<file path="config.mk">
export PLATFORM = sky130hd
export DESIGN_NAME = status_core
export DESIGN_NICKNAME = d
export VERILOG_FILES = /design/src/design/status_core_pkg.sv /design/src/design/status_core.sv
export VERILOG_INCLUDE_DIRS = /design/src /design/src/design
export SDC_FILE = /design/constraint.sdc
export NUM_CORES = 1
export LEC_CHECK = 0
export BUFFER_PORTS_ARGS = -buffer_cell sky130_fd_sc_hd__buf_2
export CORE_ASPECT_RATIO = 0.7
export CORE_MARGIN = 4
export CORE_UTILIZATION = 54
export CTS_BUF_LIST = sky130_fd_sc_hd__clkbuf_8
export CTS_CLUSTER_SIZE = 20
export DETAILED_ROUTE_END_ITERATION = 7
export GPL_ROUTABILITY_DRIVEN = 0
export PLACE_DENSITY = 0.91
export RECOVER_POWER = 100
export SKIP_LAST_GASP = 1
export SYNTH_ARGS = -nofsm -noshare
export SYNTH_HDL_FRONTEND = slang
export SYNTH_SLANG_ARGS = --single-unit
</file>
<file path="constraint.sdc">
create_clock -name ref_clk -period 1.4 [get_ports ref_clk]
set_clock_uncertainty 0.1 [all_clocks]
set_input_delay 0.14 -clock ref_clk [delete_from_list [all_inputs] [get_ports ref_clk]]
set_output_delay 0.14 -clock ref_clk [all_outputs]
set_load 0.05 [all_outputs]
</file>
<file path="src/design/status_core_params.svh">
// Constants for the common status and service request block.
// Assumes inclusion by status_core only.
`ifndef STATUS_CORE_PARAMS_SVH
`define STATUS_CORE_PARAMS_SVH
`define SB_ERRQ_BIT   2
`define SB_QUES_BIT   3
`define SB_MAV_BIT    4
`define SB_ESB_BIT    5
`define SB_RQS_BIT    6
`define SB_OPER_BIT   7
`define EV_PON_BIT    7
`define EV_OPC_BIT    0
`define EV_ENA_RST    8'h00
`define EV_LATCH_RST  8'h80
`define SR_ENA_RST    8'h00
`define SR_ENA_USED   8'hBF
`endif

</file>
<file path="src/design/status_core_pkg.sv">
// Types for the common status and service request block.
// Assumes the params header sits beside this file.
package status_core_pkg;
   typedef struct packed {
      logic       ev_ena_wr;
      logic       sr_ena_wr;
      logic       clear_status;
      logic       cls_after_term;
      logic       ev_latch_rd;
      logic       ev_ena_rd;
      logic       sr_ena_rd;
      logic       serial_poll;
      logic [7:0] wdata;
   } status_cmd_t;

   typedef struct packed {
      logic       query_error;
      logic       exec_error;
      logic       cmd_error;
      logic       dev_error;
      logic       user_request;
      logic       request_control;
      logic       op_complete;
      logic       err_queue_ne;
      logic       out_queue_ne;
      logic       ques_summary;
      logic       oper_summary;
   } status_evt_t;

   typedef struct packed {
      logic       rd_valid;
      logic [7:0] rd_data;
      logic       srq;
      logic       clr_err_queue;
      logic       clr_out_queue;
      logic       cancel_opc;
   } status_rsp_t;
endpackage

</file>
<file path="src/design/status_core.sv">
// Standard event latch, enable masks, status byte and service request.
// Assumes a command parser that issues one-cycle decoded strobes.
`timescale 1ns/1ps
`include "status_core_params.svh"

module status_core (
   input  wire logic                        ref_clk,
   input  wire logic                        sys_rst,
   input  wire status_core_pkg::status_cmd_t cmd,
   input  wire status_core_pkg::status_evt_t evt,
   output      status_core_pkg::status_rsp_t rsp
);
   import status_core_pkg::*;

   typedef struct packed {
      logic [7:0]  ev_ena;
      logic [7:0]  ev_latch;
      logic [7:0]  sr_ena;
      logic [7:0]  sb_prev;
      logic        rqs;
      status_rsp_t rsp;
   } state_t;

   state_t     st_ff;
   state_t     nxt_st;
   logic [7:0] ev_in;
   logic [7:0] sb_now;
   logic [7:0] sb_rise;
   logic       esb;

   // ************************************************
   // Status byte assembly
   // ************************************************
   always_comb begin
      ev_in = {1'b0, evt.user_request, evt.cmd_error, evt.exec_error,
               evt.dev_error, evt.query_error, evt.request_control, evt.op_complete};
      esb = |(st_ff.ev_latch & st_ff.ev_ena);
      sb_now = 8'h00;
      sb_now[`SB_ERRQ_BIT] = evt.err_queue_ne;
      sb_now[`SB_QUES_BIT] = evt.ques_summary;
      sb_now[`SB_MAV_BIT]  = evt.out_queue_ne;
      sb_now[`SB_ESB_BIT]  = esb;
      sb_now[`SB_OPER_BIT] = evt.oper_summary;
      sb_now[`SB_RQS_BIT]  = st_ff.rqs;
      // Rise against last cycle's byte; flag bit never enables
      sb_rise = sb_now & ~st_ff.sb_prev & st_ff.sr_ena & `SR_ENA_USED;
   end

   // ************************************************
   // Next state
   // ************************************************
   always_comb begin
      nxt_st = st_ff;
      nxt_st.rsp.rd_valid = 1'b0;
      nxt_st.rsp.rd_data = 8'h00;
      nxt_st.rsp.clr_err_queue = 1'b0;
      nxt_st.rsp.clr_out_queue = 1'b0;
      nxt_st.rsp.cancel_opc = 1'b0;
      nxt_st.sb_prev = sb_now;

      if (cmd.ev_latch_rd) begin
         nxt_st.rsp.rd_valid = 1'b1;
         nxt_st.rsp.rd_data = st_ff.ev_latch;
         nxt_st.ev_latch = 8'h00;
      end else if (cmd.ev_ena_rd) begin
         nxt_st.rsp.rd_valid = 1'b1;
         nxt_st.rsp.rd_data = st_ff.ev_ena;
      end else if (cmd.sr_ena_rd) begin
         nxt_st.rsp.rd_valid = 1'b1;
         nxt_st.rsp.rd_data = st_ff.sr_ena & `SR_ENA_USED;
      end else if (cmd.serial_poll) begin
         nxt_st.rsp.rd_valid = 1'b1;
         nxt_st.rsp.rd_data = sb_now;
         nxt_st.rqs = 1'b0;
      end

      if (cmd.clear_status) begin
         nxt_st.ev_latch = 8'h00;
         nxt_st.rqs = 1'b0;
         nxt_st.rsp.clr_err_queue = 1'b1;
         nxt_st.rsp.cancel_opc = 1'b1;
         nxt_st.rsp.clr_out_queue = cmd.cls_after_term;
      end

      if (cmd.ev_ena_wr) begin
         nxt_st.ev_ena = cmd.wdata;
      end
      if (cmd.sr_ena_wr) begin
         nxt_st.sr_ena = cmd.wdata & `SR_ENA_USED;
      end

      // New events win over any clear in the same cycle
      nxt_st.ev_latch = nxt_st.ev_latch | ev_in;

      // Set wins over a same-cycle poll or clear
      if (|sb_rise) begin
         nxt_st.rqs = 1'b1;
      end
      nxt_st.rsp.srq = nxt_st.rqs;
   end

   always_ff @(posedge ref_clk) begin
      if (sys_rst) begin
         st_ff.ev_ena   <= `EV_ENA_RST;
         st_ff.ev_latch <= `EV_LATCH_RST;
         st_ff.sr_ena   <= `SR_ENA_RST;
         st_ff.sb_prev  <= 8'h00;
         st_ff.rqs      <= 1'b0;
         st_ff.rsp      <= '0;
      end else begin
         st_ff <= nxt_st;
      end
   end

   assign rsp = st_ff.rsp;

   // ************************************************
   // Checks
   // ************************************************
   property p_unused_zero;
      @(posedge ref_clk) disable iff (sys_rst)
      cmd.sr_ena_rd && !cmd.ev_latch_rd && !cmd.ev_ena_rd |=> !rsp.rd_data[`SB_RQS_BIT];
   endproperty
   a_unused_zero: assert property (p_unused_zero) else $error("unused bit read one");

   property p_srq_rise;
      @(posedge ref_clk) disable iff (sys_rst)
      (|sb_rise) |=> rsp.srq;
   endproperty
   a_srq_rise: assert property (p_srq_rise) else $error("no request on rise");

   property p_rqs_with_srq;
      @(posedge ref_clk) disable iff (sys_rst)
      cmd.serial_poll && !cmd.ev_latch_rd && !cmd.ev_ena_rd && !cmd.sr_ena_rd
      |=> rsp.rd_data[`SB_RQS_BIT] == $past(rsp.srq);
   endproperty
   a_rqs_with_srq: assert property (p_rqs_with_srq) else $error("flag and request split");

   property p_rqs_hold;
      @(posedge ref_clk) disable iff (sys_rst)
      st_ff.rqs && !cmd.serial_poll && !cmd.clear_status |=> st_ff.rqs;
   endproperty
   a_rqs_hold: assert property (p_rqs_hold) else $error("flag dropped");

   property p_poll_data;
      @(posedge ref_clk) disable iff (sys_rst)
      cmd.serial_poll && !cmd.ev_latch_rd && !cmd.ev_ena_rd && !cmd.sr_ena_rd
      |=> rsp.rd_valid && rsp.rd_data == $past(sb_now);
   endproperty
   a_poll_data: assert property (p_poll_data) else $error("poll data wrong");

   property p_cls;
      @(posedge ref_clk) disable iff (sys_rst)
      cmd.clear_status |=> rsp.clr_err_queue && rsp.cancel_opc
      && rsp.clr_out_queue == $past(cmd.cls_after_term);
   endproperty
   a_cls: assert property (p_cls) else $error("clear status effects wrong");

   property p_ena_keep;
      @(posedge ref_clk) disable iff (sys_rst)
      !cmd.ev_ena_wr |=> $stable(st_ff.ev_ena);
   endproperty
   a_ena_keep: assert property (p_ena_keep) else $error("event mask changed");

   property p_latch_clear;
      @(posedge ref_clk) disable iff (sys_rst)
      cmd.ev_latch_rd && ev_in == 8'h00 |=> st_ff.ev_latch == 8'h00
      && rsp.rd_data == $past(st_ff.ev_latch);
   endproperty
   a_latch_clear: assert property (p_latch_clear) else $error("event latch not cleared");

   // ************************************************
   // Checks on the read port
   // ************************************************
   property p_rd_idle;
      @(posedge ref_clk) disable iff (sys_rst)
      !rsp.rd_valid |-> rsp.rd_data == 8'h00;
   endproperty
   a_rd_idle: assert property (p_rd_idle) else $error("stray read data");

   property p_rd_pulse;
      @(posedge ref_clk) disable iff (sys_rst)
      cmd.ev_latch_rd || cmd.ev_ena_rd || cmd.sr_ena_rd || cmd.serial_poll |=> rsp.rd_valid;
   endproperty
   a_rd_pulse: assert property (p_rd_pulse) else $error("read not answered");

   property p_rd_quiet;
      @(posedge ref_clk) disable iff (sys_rst)
      !(cmd.ev_latch_rd || cmd.ev_ena_rd || cmd.sr_ena_rd || cmd.serial_poll)
      |=> !rsp.rd_valid;
   endproperty
   a_rd_quiet: assert property (p_rd_quiet) else $error("stray read valid");

   property p_ena_rd;
      @(posedge ref_clk) disable iff (sys_rst)
      cmd.ev_ena_rd && !cmd.ev_latch_rd |=> rsp.rd_data == $past(st_ff.ev_ena);
   endproperty
   a_ena_rd: assert property (p_ena_rd) else $error("mask read wrong");

   property p_sr_rd;
      @(posedge ref_clk) disable iff (sys_rst)
      cmd.sr_ena_rd && !cmd.ev_latch_rd && !cmd.ev_ena_rd
      |=> rsp.rd_data == $past(st_ff.sr_ena);
   endproperty
   a_sr_rd: assert property (p_sr_rd) else $error("request mask read");

   property p_poll_low;
      @(posedge ref_clk) disable iff (sys_rst)
      cmd.serial_poll && !cmd.ev_latch_rd && !cmd.ev_ena_rd && !cmd.sr_ena_rd
      |=> rsp.rd_data[1:0] == 2'b00;
   endproperty
   a_poll_low: assert property (p_poll_low) else $error("poll low bits set");

   property p_esb_poll;
      @(posedge ref_clk) disable iff (sys_rst)
      cmd.serial_poll && !cmd.ev_latch_rd && !cmd.ev_ena_rd && !cmd.sr_ena_rd
      |=> rsp.rd_data[`SB_ESB_BIT] == |($past(st_ff.ev_latch) & $past(st_ff.ev_ena));
   endproperty
   a_esb_poll: assert property (p_esb_poll) else $error("summary bit wrong");

   // ************************************************
   // Checks on the event latch and masks
   // ************************************************
   property p_ena_load;
      @(posedge ref_clk) disable iff (sys_rst)
      cmd.ev_ena_wr |=> st_ff.ev_ena == $past(cmd.wdata);
   endproperty
   a_ena_load: assert property (p_ena_load) else $error("mask not loaded");

   property p_ena_zero;
      @(posedge ref_clk) disable iff (sys_rst)
      cmd.ev_ena_wr && cmd.wdata == 8'h00 |=> st_ff.ev_ena == 8'h00;
   endproperty
   a_ena_zero: assert property (p_ena_zero) else $error("mask not zeroed");

   property p_cls_ena;
      @(posedge ref_clk) disable iff (sys_rst)
      cmd.clear_status && !cmd.ev_ena_wr |=> $stable(st_ff.ev_ena);
   endproperty
   a_cls_ena: assert property (p_cls_ena) else $error("clear hit mask");

   property p_sr_load;
      @(posedge ref_clk) disable iff (sys_rst)
      cmd.sr_ena_wr |=> st_ff.sr_ena == ($past(cmd.wdata) & `SR_ENA_USED);
   endproperty
   a_sr_load: assert property (p_sr_load) else $error("request mask load");

   property p_sr_bit6;
      @(posedge ref_clk) disable iff (sys_rst)
      !st_ff.sr_ena[`SB_RQS_BIT];
   endproperty
   a_sr_bit6: assert property (p_sr_bit6) else $error("mask bit six set");

   property p_latch_set;
      @(posedge ref_clk) disable iff (sys_rst)
      (|ev_in) |=> (st_ff.ev_latch & $past(ev_in)) == $past(ev_in);
   endproperty
   a_latch_set: assert property (p_latch_set) else $error("event lost");

   property p_latch_keep;
      @(posedge ref_clk) disable iff (sys_rst)
      !cmd.ev_latch_rd && !cmd.clear_status && ev_in == 8'h00
      |=> $stable(st_ff.ev_latch);
   endproperty
   a_latch_keep: assert property (p_latch_keep) else $error("latch changed");

   property p_cls_latch;
      @(posedge ref_clk) disable iff (sys_rst)
      cmd.clear_status && ev_in == 8'h00 |=> st_ff.ev_latch == 8'h00;
   endproperty
   a_cls_latch: assert property (p_cls_latch) else $error("latch not cleared");

   // ************************************************
   // Checks on the request flag
   // ************************************************
   property p_rqs_cause;
      @(posedge ref_clk) disable iff (sys_rst)
      $rose(st_ff.rqs) |-> $past(|sb_rise);
   endproperty
   a_rqs_cause: assert property (p_rqs_cause) else $error("flag without rise");

   property p_rqs_fall;
      @(posedge ref_clk) disable iff (sys_rst)
      $fell(st_ff.rqs) |-> $past(cmd.serial_poll || cmd.clear_status || sys_rst);
   endproperty
   a_rqs_fall: assert property (p_rqs_fall) else $error("flag cleared wrongly");

   property p_poll_clr;
      @(posedge ref_clk) disable iff (sys_rst)
      st_ff.rqs && cmd.serial_poll && !cmd.ev_latch_rd && !cmd.ev_ena_rd && !cmd.sr_ena_rd
      && !(|sb_rise) |=> !st_ff.rqs;
   endproperty
   a_poll_clr: assert property (p_poll_clr) else $error("poll kept flag");

   property p_srq_hold;
      @(posedge ref_clk) disable iff (sys_rst)
      rsp.srq && !cmd.serial_poll && !cmd.clear_status |=> rsp.srq;
   endproperty
   a_srq_hold: assert property (p_srq_hold) else $error("request dropped");

   property p_no_enable;
      @(posedge ref_clk) disable iff (sys_rst)
      st_ff.sr_ena == 8'h00 && !st_ff.rqs |=> !st_ff.rqs;
   endproperty
   a_no_enable: assert property (p_no_enable) else $error("request unmasked");

   // ************************************************
   // Checks on clear status
   // ************************************************
   property p_cls_quiet;
      @(posedge ref_clk) disable iff (sys_rst)
      !cmd.clear_status
      |=> !rsp.clr_err_queue && !rsp.clr_out_queue && !rsp.cancel_opc;
   endproperty
   a_cls_quiet: assert property (p_cls_quiet) else $error("stray clear pulse");

   property p_cancel;
      @(posedge ref_clk) disable iff (sys_rst)
      rsp.cancel_opc |-> $past(cmd.clear_status);
   endproperty
   a_cancel: assert property (p_cancel) else $error("cancel not caused");

   property p_out_clr;
      @(posedge ref_clk) disable iff (sys_rst)
      rsp.clr_out_queue |-> rsp.clr_err_queue;
   endproperty
   a_out_clr: assert property (p_out_clr) else $error("queue clear alone");
endmodule

</file>
# Yosys cells after proc, flatten, opt, wreduce, memory -nomap -nowiden
# Index checks and enable logic that the tools add are counted.
[classes]
muxes = 12
bitwise_logic = 6
reduce_logical = 3
[op_table]
columns = ["op", "count"]
rows = [
  ["$mux W9", 3],
  ["$and A8 B8 Y8", 3],
  ["$mux W8", 2],
  ["$mux W10", 1],
  ["$not A8 Y8", 1],
  ["$or A8 B7 Y8", 1],
  ["$reduce_or A8 Y1", 1],
  ["$reduce_or A7 Y1", 1],
  ["$mux W1", 5],
  ["$mux W3", 1],
  ["$reduce_or A2 Y1", 1],
  ["$not A1 Y1", 1],
]
[word_totals]
regBits = 44
elab_cells = 32
out_inout_bits = 13

# Longest topological paths before layout
# Gate-level depths: netlist of run 1.
[depth]
depth_word = 8
mapped_depth = 5
ltp_nobuf = 4

# Worst setup path after synthesis of run 1
# Ideal clock, no wire load.
[synth_timing]
kind = "register to register"
startpoint = "register st_ff[34] (netlist bit)"
endpoint = "register rsp[9] (netlist name)"
path_stages_with_launch = 5
synth_period_minus_slack_ns = 1.237
slack_ns = 0.163
path_buffers = 0
t_arrival_ns = 1.063
required_time_ns = 1.226
setup_time_ns = 0.074
path_cell_list = "dfxtp_1 a22oi_1 and4_4 or3_1 a31oi_1"
[synth_between]
elab_chain_cells = 6
[synth_lines]
columns = ["item", "line", "source"]
rows = [
  ["start: declaration", "status_core.sv:24", "state_t st_ff;"],
  ["start signal: assignment", "status_core.sv:111", "st_ff <= nxt_st;"],
  ["$and A8 B8 Y8", "status_core.sv:37", "esb = |(st_ff.ev_latch & st_ff.ev_ena);"],
  ["$reduce_or A8 Y1", "status_core.sv:37", ""],
  ["$mux W10", "status_core.sv:71", "end else if (cmd.serial_poll) begin"],
  ["$mux W9", "status_core.sv:68", "end else if (cmd.sr_ena_rd) begin"],
  ["$mux W9", "status_core.sv:65", "end else if (cmd.ev_ena_rd) begin"],
  ["$mux W9", "status_core.sv:61", "if (cmd.ev_latch_rd) begin"],
]
# No other way between the ends.
# A chain may end at the register's enable or synchronous reset.

# Worst setup path after layout of run 1
[layout_timing]
startpoint = "register st_ff[34] (netlist bit)"
endpoint = "register rsp[3] (netlist name)"
[layout_between]
elab_chain_cells = 6
[layout_lines]
columns = ["item", "line", "source"]
rows = [
  ["$and A8 B8 Y8", "status_core.sv:37", ""],
  ["$reduce_or A8 Y1", "status_core.sv:37", ""],
  ["$and A8 B8 Y8 (2 in series)", "status_core.sv:46", "sb_rise = sb_now & ~st_ff.sb_prev & st_ff.sr_ena & `SR_ENA_USED;"],
  ["$reduce_or A7 Y1", "status_core.sv:96", "if (|sb_rise) begin"],
  ["$mux W1", "status_core.sv:96", ""],
]
# No other way between the ends.

==> results_dict.tcl, run 1 <==
set metrics [dict create \
    status "completed" \
    layout-drive-gt1-share 0.280 \
    antenna_found_initial 0 \
    grt_overflow 0 \
    fillers 227 \
    p_leak_uw 0.000946 \
    syn_avg_cell_area_um2 9.08 \
    rr_endpoint "rsp[3]$_SDFFE_PP0P_" \
    cap_violations 0 \
    syn_inst 179 \
    grt_usage 0.214 \
    power_density_nw_per_um2 1170 \
    clkSinkCount 40 \
    post_cts_buffers 0 \
    peakVddDrop_mv 0.964 \
    synth.ff_latch_count 40 \
    worst_pin_slew_ns 0.592 \
    grt_pass1_vias 1329 \
    r2r_slack_ns 0.04 \
    yosysSeqAreaShare 0.493 \
    dp.final_hpwl_um 2700 \
    numCtsBuffers 5 \
    start_util 0.572 \
    multiInputGateArea_um2 663 \
    vias 1403 \
    min_to "st_ff[16]$_SDFF_PP0_" \
    chipHeight_um 53.9 \
    ys_warn_count 0 \
    vias_per_cell 5.24 \
    cts_tree "yes" \
    drc_errors 0 \
    area_growth_pct 28.0 \
    finalSetupViolCount 0 \
    drtPass1Iterations 4 \
    crit_start "st_ff[34]$_SDFF_PP0_" \
    antenna_cells 0 \
    timing.final.max_slew_violations 0 \
    layout_min_cycle_time_ns 1.36 \
    required_ns 1.54 \
    reg2regPathDepth 4 \
    h-tree-depth 2 \
    wl_per_cell_um 14.7 \
    grt_max_degree 16 \
    ant_nets 0 \
    crit_type "reg2reg" \
    hold_viol_final 0 \
    io_buffers 41 \
    totalWireLength_um 3930 \
    final_nets 260 \
    syn-num-nets 208 \
    r2r-start "st_ff[34]$_SDFF_PP0_" \
    finalCritPeriodShare 0.975 \
    max_freq_ghz 0.733 \
    crit_fanout 3 \
    ios 42 \
    drt_iter0_drc 114 \
    die_w_um 73.6 \
    syn_area_um2 1630 \
    dieArea_um2 3970 \
    cts_buffer_depth 2 \
    cts-root-buf "clkbuf_8" \
    grt_pass1_wl_um 6010 \
    worstPathArrival_ns 1.50 \
    synth_cell_types 30 \
    seq_area_um2 806 \
    rows 16 \
    clk_latency_ns 0.30 \
    hold_start "evt[3]" \
    cp-start-kind "flop" \
    relSlewSlack 0.604 \
    holdPathStages 2 \
    finalSetupTns_ns 0 \
    core_um2 2840 \
    worstSetupEndpointType "flop" \
    clkSlewWorstSetupHoldPaths_ns 0.07 \
    min_path_type "in2reg" \
    rsz0062_at_grt "yes" \
    fin_util 0.732 \
]
[worst max-delay path, cell delays in order (launching register included)]
cell     delay (ns)
dfxtp_1        0.36
a22oi_1        0.11
and4_4         0.20
or3b_1         0.38
a21oi_2        0.15
[placed cells by master, fill, tap and decap left out, types with 2 or more instances in the layout]
master / n
clkbuf_8: 6
a22oi_1: 4
nor3_1: 4
buf_2: 41
dlygate4sd3_1: 19
nor2b_1: 5
mux2i_1: 15
nor2_1: 31
o21ai_0: 2
clkinv_2: 2
dfxtp_2: 4
a221oi_1: 3
a21oi_1: 15
nand2_1: 12
o22ai_1: 2
inv_1: 5
dfxtp_1: 36
buf_4: 8
a2111oi_0: 3
nand3b_1: 2
[layout make-up]
class	count	area share
multi-input combinational	111	0.319
tap	36	0.0216
inverter	5	0.00902
sequential	40	0.387
timing repair buffer	68	0.219
clock inverter	2	0.00481
clock buffer	6	0.0397
[logic make-up after synthesis]
family                 after synthesis  synth area share
and+or+nand+nor                     62             0.179
DFF                                 40             0.493
AOI/OAI and AO/OA                   34             0.133
buffers and inverters               28             0.102
muxes                               15            0.0924
[per-stage QoR]
stage | setup slack [ns] | instance area [um^2] | power [uW] | instances | hold slack, ns
after global routing | -0.00509 | 2080 | 2540 | 268 | 0.0246
after CTS | 0.00163 | 2070 | 2440 | 268 | 0.00415
after floorplan | 0.163 | 1630 | 1530 | 179 | 0.132
final | 0.0355 | 2080 | 2440 | 268 | 0.0111
after detailed placement | 0.0131 | 1790 | 1620 | 241 | 0.253
after global placement | 0.0277 | 1790 | 1610 | 241 | 0.242
[where the power goes]
| group | total [uW] | switching (uW) | internal, uW |
|---|---|---|---|
| Combinational | 396 | 227 | 169 |
| Clock | 790 | 397 | 393 |
| Sequential | 1250 | 42.9 | 1210 |
[Yosys cell counts, drive strengths merged]
cell type | n | share of area
a2111oi | 4 | 0.022
a21o | 1 | 0.0046
a21oi | 16 | 0.049
a221oi | 3 | 0.016
a22oi | 4 | 0.018
a311oi | 1 | 0.0054
a31oi | 1 | 0.0039
and2 | 1 | 0.0039
and4 | 1 | 0.0069
buf | 20 | 0.084
clkbuf | 3 | 0.0069
dfxtp | 40 | 0.49
inv | 5 | 0.012
mux2i | 15 | 0.092
nand2 | 12 | 0.028
nand2b | 1 | 0.0039
nand3 | 1 | 0.0031
nand3b | 2 | 0.0092
nor2 | 31 | 0.072
nor2b | 6 | 0.028
nor3 | 4 | 0.012
o21ai | 2 | 0.0062
o22ai | 2 | 0.0077
or2 | 1 | 0.0039
or3 | 1 | 0.0039
or3b | 1 | 0.0054
[metal layers]
metal / GRT usage / part of all wire / up-vias
met1: 0.259 / 0.45 / 646
met5: 0 / 0 / -
met3: 0.0653 / 0.081 / 10
met4: 0.127 / 0.025 / 0
met2: 0.338 / 0.45 / 48
li1: - / - / 699
[repair_timing]
action,4_1_cts,5_1_grt
endpoints found under the setup margin,1,2
hold buffers,19,0
endpoints found under the hold margin,22,0
gates resized for setup,2,4
[state kept, by name, summed over array words and instances, names as in the netlist]
register  count
st_ff        28
rsp          12
[worst max path at each step]
stage / to / slack, ns / cells past startpoint
floorplan: rsp[9]$_SDFF_PP0_ / 0.16 / 4
CTS: rsp[3]$_SDFFE_PP0P_ / 0.002 / 4
global placement: rsp[7]$_SDFF_PP0_ / 0.03 / 5
global route: rsp[3]$_SDFFE_PP0P_ / -0.005 / 4
finish: rsp[3]$_SDFFE_PP0P_ / 0.04 / 4
detailed placement: rsp[3]$_SDFFE_PP0P_ / 0.01 / 4
No activity file was read; power rests on OpenSTA's default activity.
==> run 2, diff against run 1 <==
- GPL_TIMING_DRIVEN: default -> 0
- clock period: 1.4 -> 1.5 ns (I/O delays scaled with it)
==> run 2 against run 1 <==
The flow now finishes with violations (hold timing). First-iteration DRC count rose by 28%. Final area down 0.18%. Total power down 2.3%. Sequential share of layout area shrank 0.17 points. Cell count up 1.5%. Critical path type is now in2reg. Largest power group unchanged.
==> results_dict.tcl, run 2 (synthesis gave the netlist of run 1 again) <==
set metrics [dict create \
    worstSetupEndpointType "flop" \
    largest_register_ffs 28 \
    required_ns 1.52 \
    crit_type "in2reg" \
    holdWs_ns -0.00182 \
    top_register "st_ff" \
    layout-drive-gt1-share 0.254 \
    final_cell_mix "dfxtp_1 (40), nor2_1 (31), buf_2 (23)" \
    cts_tree "yes" \
    antenna_cells 0 \
    vias_per_cell 5.35 \
    numCtsBuffers 5 \
    slowest_stage "a2111oi_0" \
    drt_iter0_drc 146 \
    cap_violations 0 \
    dieArea_um2 3970 \
    clk_latency_ns 0.30 \
    die_w_um 73.6 \
    clkSinkCount 40 \
    fin_util 0.731 \
    final_nets 264 \
    clkSlewWorstSetupHoldPaths_ns 0.07 \
    max_freq_ghz 0.705 \
    grt_usage 0.220 \
    worst_pin_slew_ns 0.688 \
    top_usage_layer "met2" \
    status "finished with violations" \
    grtUsageMet2 0.343 \
    rsz0062_at_grt "no" \
    violations "hold timing" \
    grt_max_degree 13 \
    power_density_nw_per_um2 1150 \
    cp_cell_sequence "dlygate4sd3_1, clkbuf_1, a221oi_1, a2111oi_0" \
    r2r-start "st_ff[38]$_SDFFE_PP0P_" \
    crit_family "buffers and inverters" \
    crit_start "evt[1]" \
    area_growth_pct 27.8 \
    reg_top3 "st_ff (28), rsp (12)" \
    chipHeight_um 53.9 \
    vias 1456 \
    io_buffers 37 \
    ios 42 \
    dp.final_hpwl_um 2780 \
    cts-root-buf "clkbuf_8" \
    grt_pass1_wl_um 6390 \
    wl_per_cell_um 14.3 \
    ant_nets 0 \
    finalSetupViolCount 0 \
    layout_commonest_cell "dfxtp_1" \
    drc_errors 0 \
    finalSetupTns_ns 0 \
    hold_start "cmd[6]" \
    cp_slowest_stage_delay_ns 0.56 \
    postCtsResizedCells 0 \
    min_path_type "in2reg" \
    grt_util_met1 0.290 \
    start_util 0.572 \
    met3_usage 0.0560 \
    crit_fanout 3 \
    placed_cell_area_um2 1860 \
    h-tree-depth 2 \
    timing.final.max_slew_violations 0 \
    cts_buffer_depth 2 \
    antenna_found_initial 0 \
    p_leak_uw 0.000942 \
    relSlewSlack 0.530 \
    path_buf_inv 2 \
    drtPass1Iterations 4 \
    cp-start-kind "primary input" \
    totalWireLength_um 3880 \
    hold_viol_final 1 \
    finalInstanceArea_um2 2080 \
    finalCritPeriodShare 0.945 \
    grt_overflow 0 \
    worstPathArrival_ns 1.44 \
    grt_pass1_vias 1388 \
    layout_min_cycle_time_ns 1.42 \
    rows 16 \
    peakVddDrop_mv 0.765 \
    core_um2 2840 \
]
run 2: worst paths after layout:
| kind | slack (ns) | depth (start not counted) | endpoint |
|---|---|---|---|
| max reg2reg | 0.14 | 4 | rsp[9]$_SDFF_PP0_ |
| min reg2reg | 0.41 | 2 | rsp[9]$_SDFF_PP0_ |
| max | 0.08 | 4 | rsp[7]$_SDFF_PP0_ |
| min | -0.002 | 3 | st_ff[44]$_SDFFE_PP0P_ |
run 2: final cells by class:
type | count | area (um^2)
Sequential cell | 40 | 801
Fill cell | 236 | 766
Multi-Input combinational cell | 111 | 658
Timing Repair Buffer | 49 | 300
Buffer | 23 | 146
Clock buffer | 5 | 68.8
Tap cell | 36 | 45.0
Clock inverter | 3 | 38.8
Inverter | 5 | 18.8
run 2: metrics by stage:
| stage | total power (uW) | instances | hold WS [ns] | setup WS (ns) |
|---|---|---|---|---|
| after floorplan | 1430 | 179 | 0.142 | 0.263 |
| after global placement | 1520 | 252 | 0.255 | 0.0875 |
| after detailed placement | 1540 | 252 | 0.262 | 0.0273 |
| after CTS | 2400 | 272 | 0.00107 | 0.144 |
| after global routing | 2490 | 272 | 0.0125 | 0.0586 |
| final | 2380 | 272 | -0.00182 | 0.0825 |
run 2: what timing repair did:
action / 4_1_cts / 5_1_grt
endpoints found under the hold margin: 12 / 0
hold buffers: 12 / 0
buffers inserted: 0 / 0
run 2: tightest hold or removal path, stage by stage:
cell and delay (ns):
buf_2 0.08, mux2i_1 0.06, nor2_1 0.08
run 2: where the power goes:
part	leakage, uW	switching (uW)	internal (uW)
Clock	0.0000593	357	486
Combinational	0.000551	213	156
Sequential	0.000332	42.3	1130
run 2: per-layer routing:
metal | routed length, um | up-vias
met5 | 0 | -
met4 | 48 | 0
met3 | 405 | 6
met2 | 1810 | 80
met1 | 1610 | 661
li1 | - | 709
==> run 3, diff against run 2 <==
- CORE_UTILIZATION: 54 -> 47
- PLACE_DENSITY: 0.91 -> 0.82
- REMOVE_ABC_BUFFERS: default -> 1
==> run 3 against run 2 <==
Worst hold slack better by 0.0092 ns. First-iteration DRC count is 47% lower. The run now ends clean. Final area down 8.4%. Total power is 11% lower. Highest routed layer unchanged. Non-clock buffer count down 21. Global-route usage decreased by 5.4 points.
==> results_dict.tcl, run 3 (synthesis gave the netlist of run 1 again) <==
set metrics [dict create \
    dp.final_hpwl_um 2430 \
    rsz0062_at_grt "no" \
    relSlewSlack 0.502 \
    finalInstanceArea_um2 1900 \
    p_leak_uw 0.000810 \
    placed_cell_area_um2 1740 \
    crit_fanout 3 \
    final_nets 243 \
    cap_violations 0 \
    finalCritPeriodShare 0.921 \
    finalSetupViolCount 0 \
    clkSlewWorstSetupHoldPaths_ns 0.07 \
    grt_overflow 0 \
    grt_pass1_wl_um 5800 \
    drc_errors 0 \
    ios 42 \
    reg2regPathDepth 4 \
    vias 1337 \
    worstPathArrival_ns 1.49 \
    hold_viol_final 0 \
    crit_start "st_ff[34]$_SDFF_PP0_" \
    peakVddDrop_mv 0.751 \
    r2r-start "st_ff[34]$_SDFF_PP0_" \
    top_register "st_ff" \
    drt_iter0_drc 77 \
    holdPathStages 3 \
    cp_cell_sequence "a22oi_1, and4_4, or3_1, a31oi_1" \
    ant_nets 0 \
    layout_commonest_cell "dfxtp_1" \
    io_buffers 41 \
    cp_slowest_stage_delay_ns 0.37 \
    final_cell_mix "dfxtp_1 (40), nor2_1 (31), buf_2 (24)" \
    layout_min_cycle_time_ns 1.38 \
    post_cts_buffers 0 \
    chipHeight_um 57.2 \
    cp-start-kind "flop" \
    hold_start "cmd[5]" \
    antenna_cells 0 \
    cts-root-buf "clkbuf_8" \
    status "completed" \
    slowest_stage "dfxtp_1" \
    r2r_slack_ns 0.12 \
    wl_per_cell_um 13.4 \
    timing.final.max_slew_violations 0 \
    rows 17 \
    dieArea_um2 4480 \
    fillers 307 \
    clk_latency_ns 0.29 \
    finalSetupTns_ns 0 \
    start_util 0.503 \
    worstSetupEndpointType "flop" \
    largest_register_ffs 28 \
    power_density_nw_per_um2 1120 \
    worst_pin_slew_ns 0.747 \
    dpl.cell_count 244 \
    totalWireLength_um 3500 \
    reg_top3 "st_ff (28), rsp (12)" \
    required_ns 1.60 \
    crit_type "reg2reg" \
    holdWs_ns 0.00736 \
    numCtsBuffers 5 \
    drtPass1Iterations 4 \
    fin_util 0.588 \
    antenna_found_initial 0 \
    min_path_type "in2reg" \
    core_um2 3230 \
    h-tree-depth 2 \
    grt_pass1_vias 1265 \
    clkSinkCount 40 \
    die_w_um 78.3 \
    grt_usage 0.166 \
    cts_tree "yes" \
    layout-drive-gt1-share 0.168 \
    stdcell_count 261 \
    vias_per_cell 5.12 \
    grt_max_degree 40 \
    max_freq_ghz 0.724 \
    cts_buffer_depth 2 \
    area_growth_pct 17.0 \
]
run 3: worst max-delay path, delay by kind of cell, from the launching register on:
kind             cells  cell delay [ns]
AO/OA/AOI/OAI        2             0.28
flip-flops           1             0.37
AND/OR/NAND/NOR      2             0.54
run 3: path summary, 6_finish.rpt:
kind	endpoint
setup / recovery	rsp[9]$_SDFF_PP0_
hold / removal	st_ff[43]$_SDFFE_PP0P_
setup reg to reg	rsp[9]$_SDFF_PP0_
hold reg to reg	st_ff[37]$_SDFFE_PP1P_
run 3: per-stage QoR:
stage | worst slack (ns) | power, uW
6_report | 0.118 | 2130
5_1_grt | 0.0719 | 2230
4_1_cts | 0.138 | 2160
3_5_place_dp | 0.157 | 1490
3_3_place_gp | 0.175 | 1490
2_1_floorplan | 0.263 | 1360
run 3: per-layer routing:
layer,GRT usage,up-vias,routed length [um],part of all wire
li1,-,662,-,-
met1,0.224,626,1670,0.48
met2,0.243,43,1490,0.43
met3,0.0536,6,300,0.086
met4,0.0748,0,38,0.011
met5,0,-,0,0
run 3: cell type report:
cell class | instances | area (um^2) | share of cell area
Timing Repair Buffer | 51 | 288 | 0.151
Multi-Input combinational cell | 111 | 658 | 0.346
Inverter | 5 | 18.8 | 0.00987
Clock buffer | 5 | 68.8 | 0.0362
Sequential cell | 40 | 801 | 0.421
Tap cell | 47 | 58.8 | 0.0309
Clock inverter | 2 | 8.76 | 0.00461
run 3: what timing repair did:
item | in CTS | in global routing
resized for setup | 0 | 0
endpoints found under the hold margin | 10 | 0
hold buffers | 10 | 0
run 3: where the power goes:
part           total, uW  internal (uW)  switching (uW)  leakage [uW]
Combinational        318            120             198      0.000434
Sequential          1170           1130            39.1      0.000332
Clock                648            309             339     0.0000452
Total               2130           1560             576      0.000810
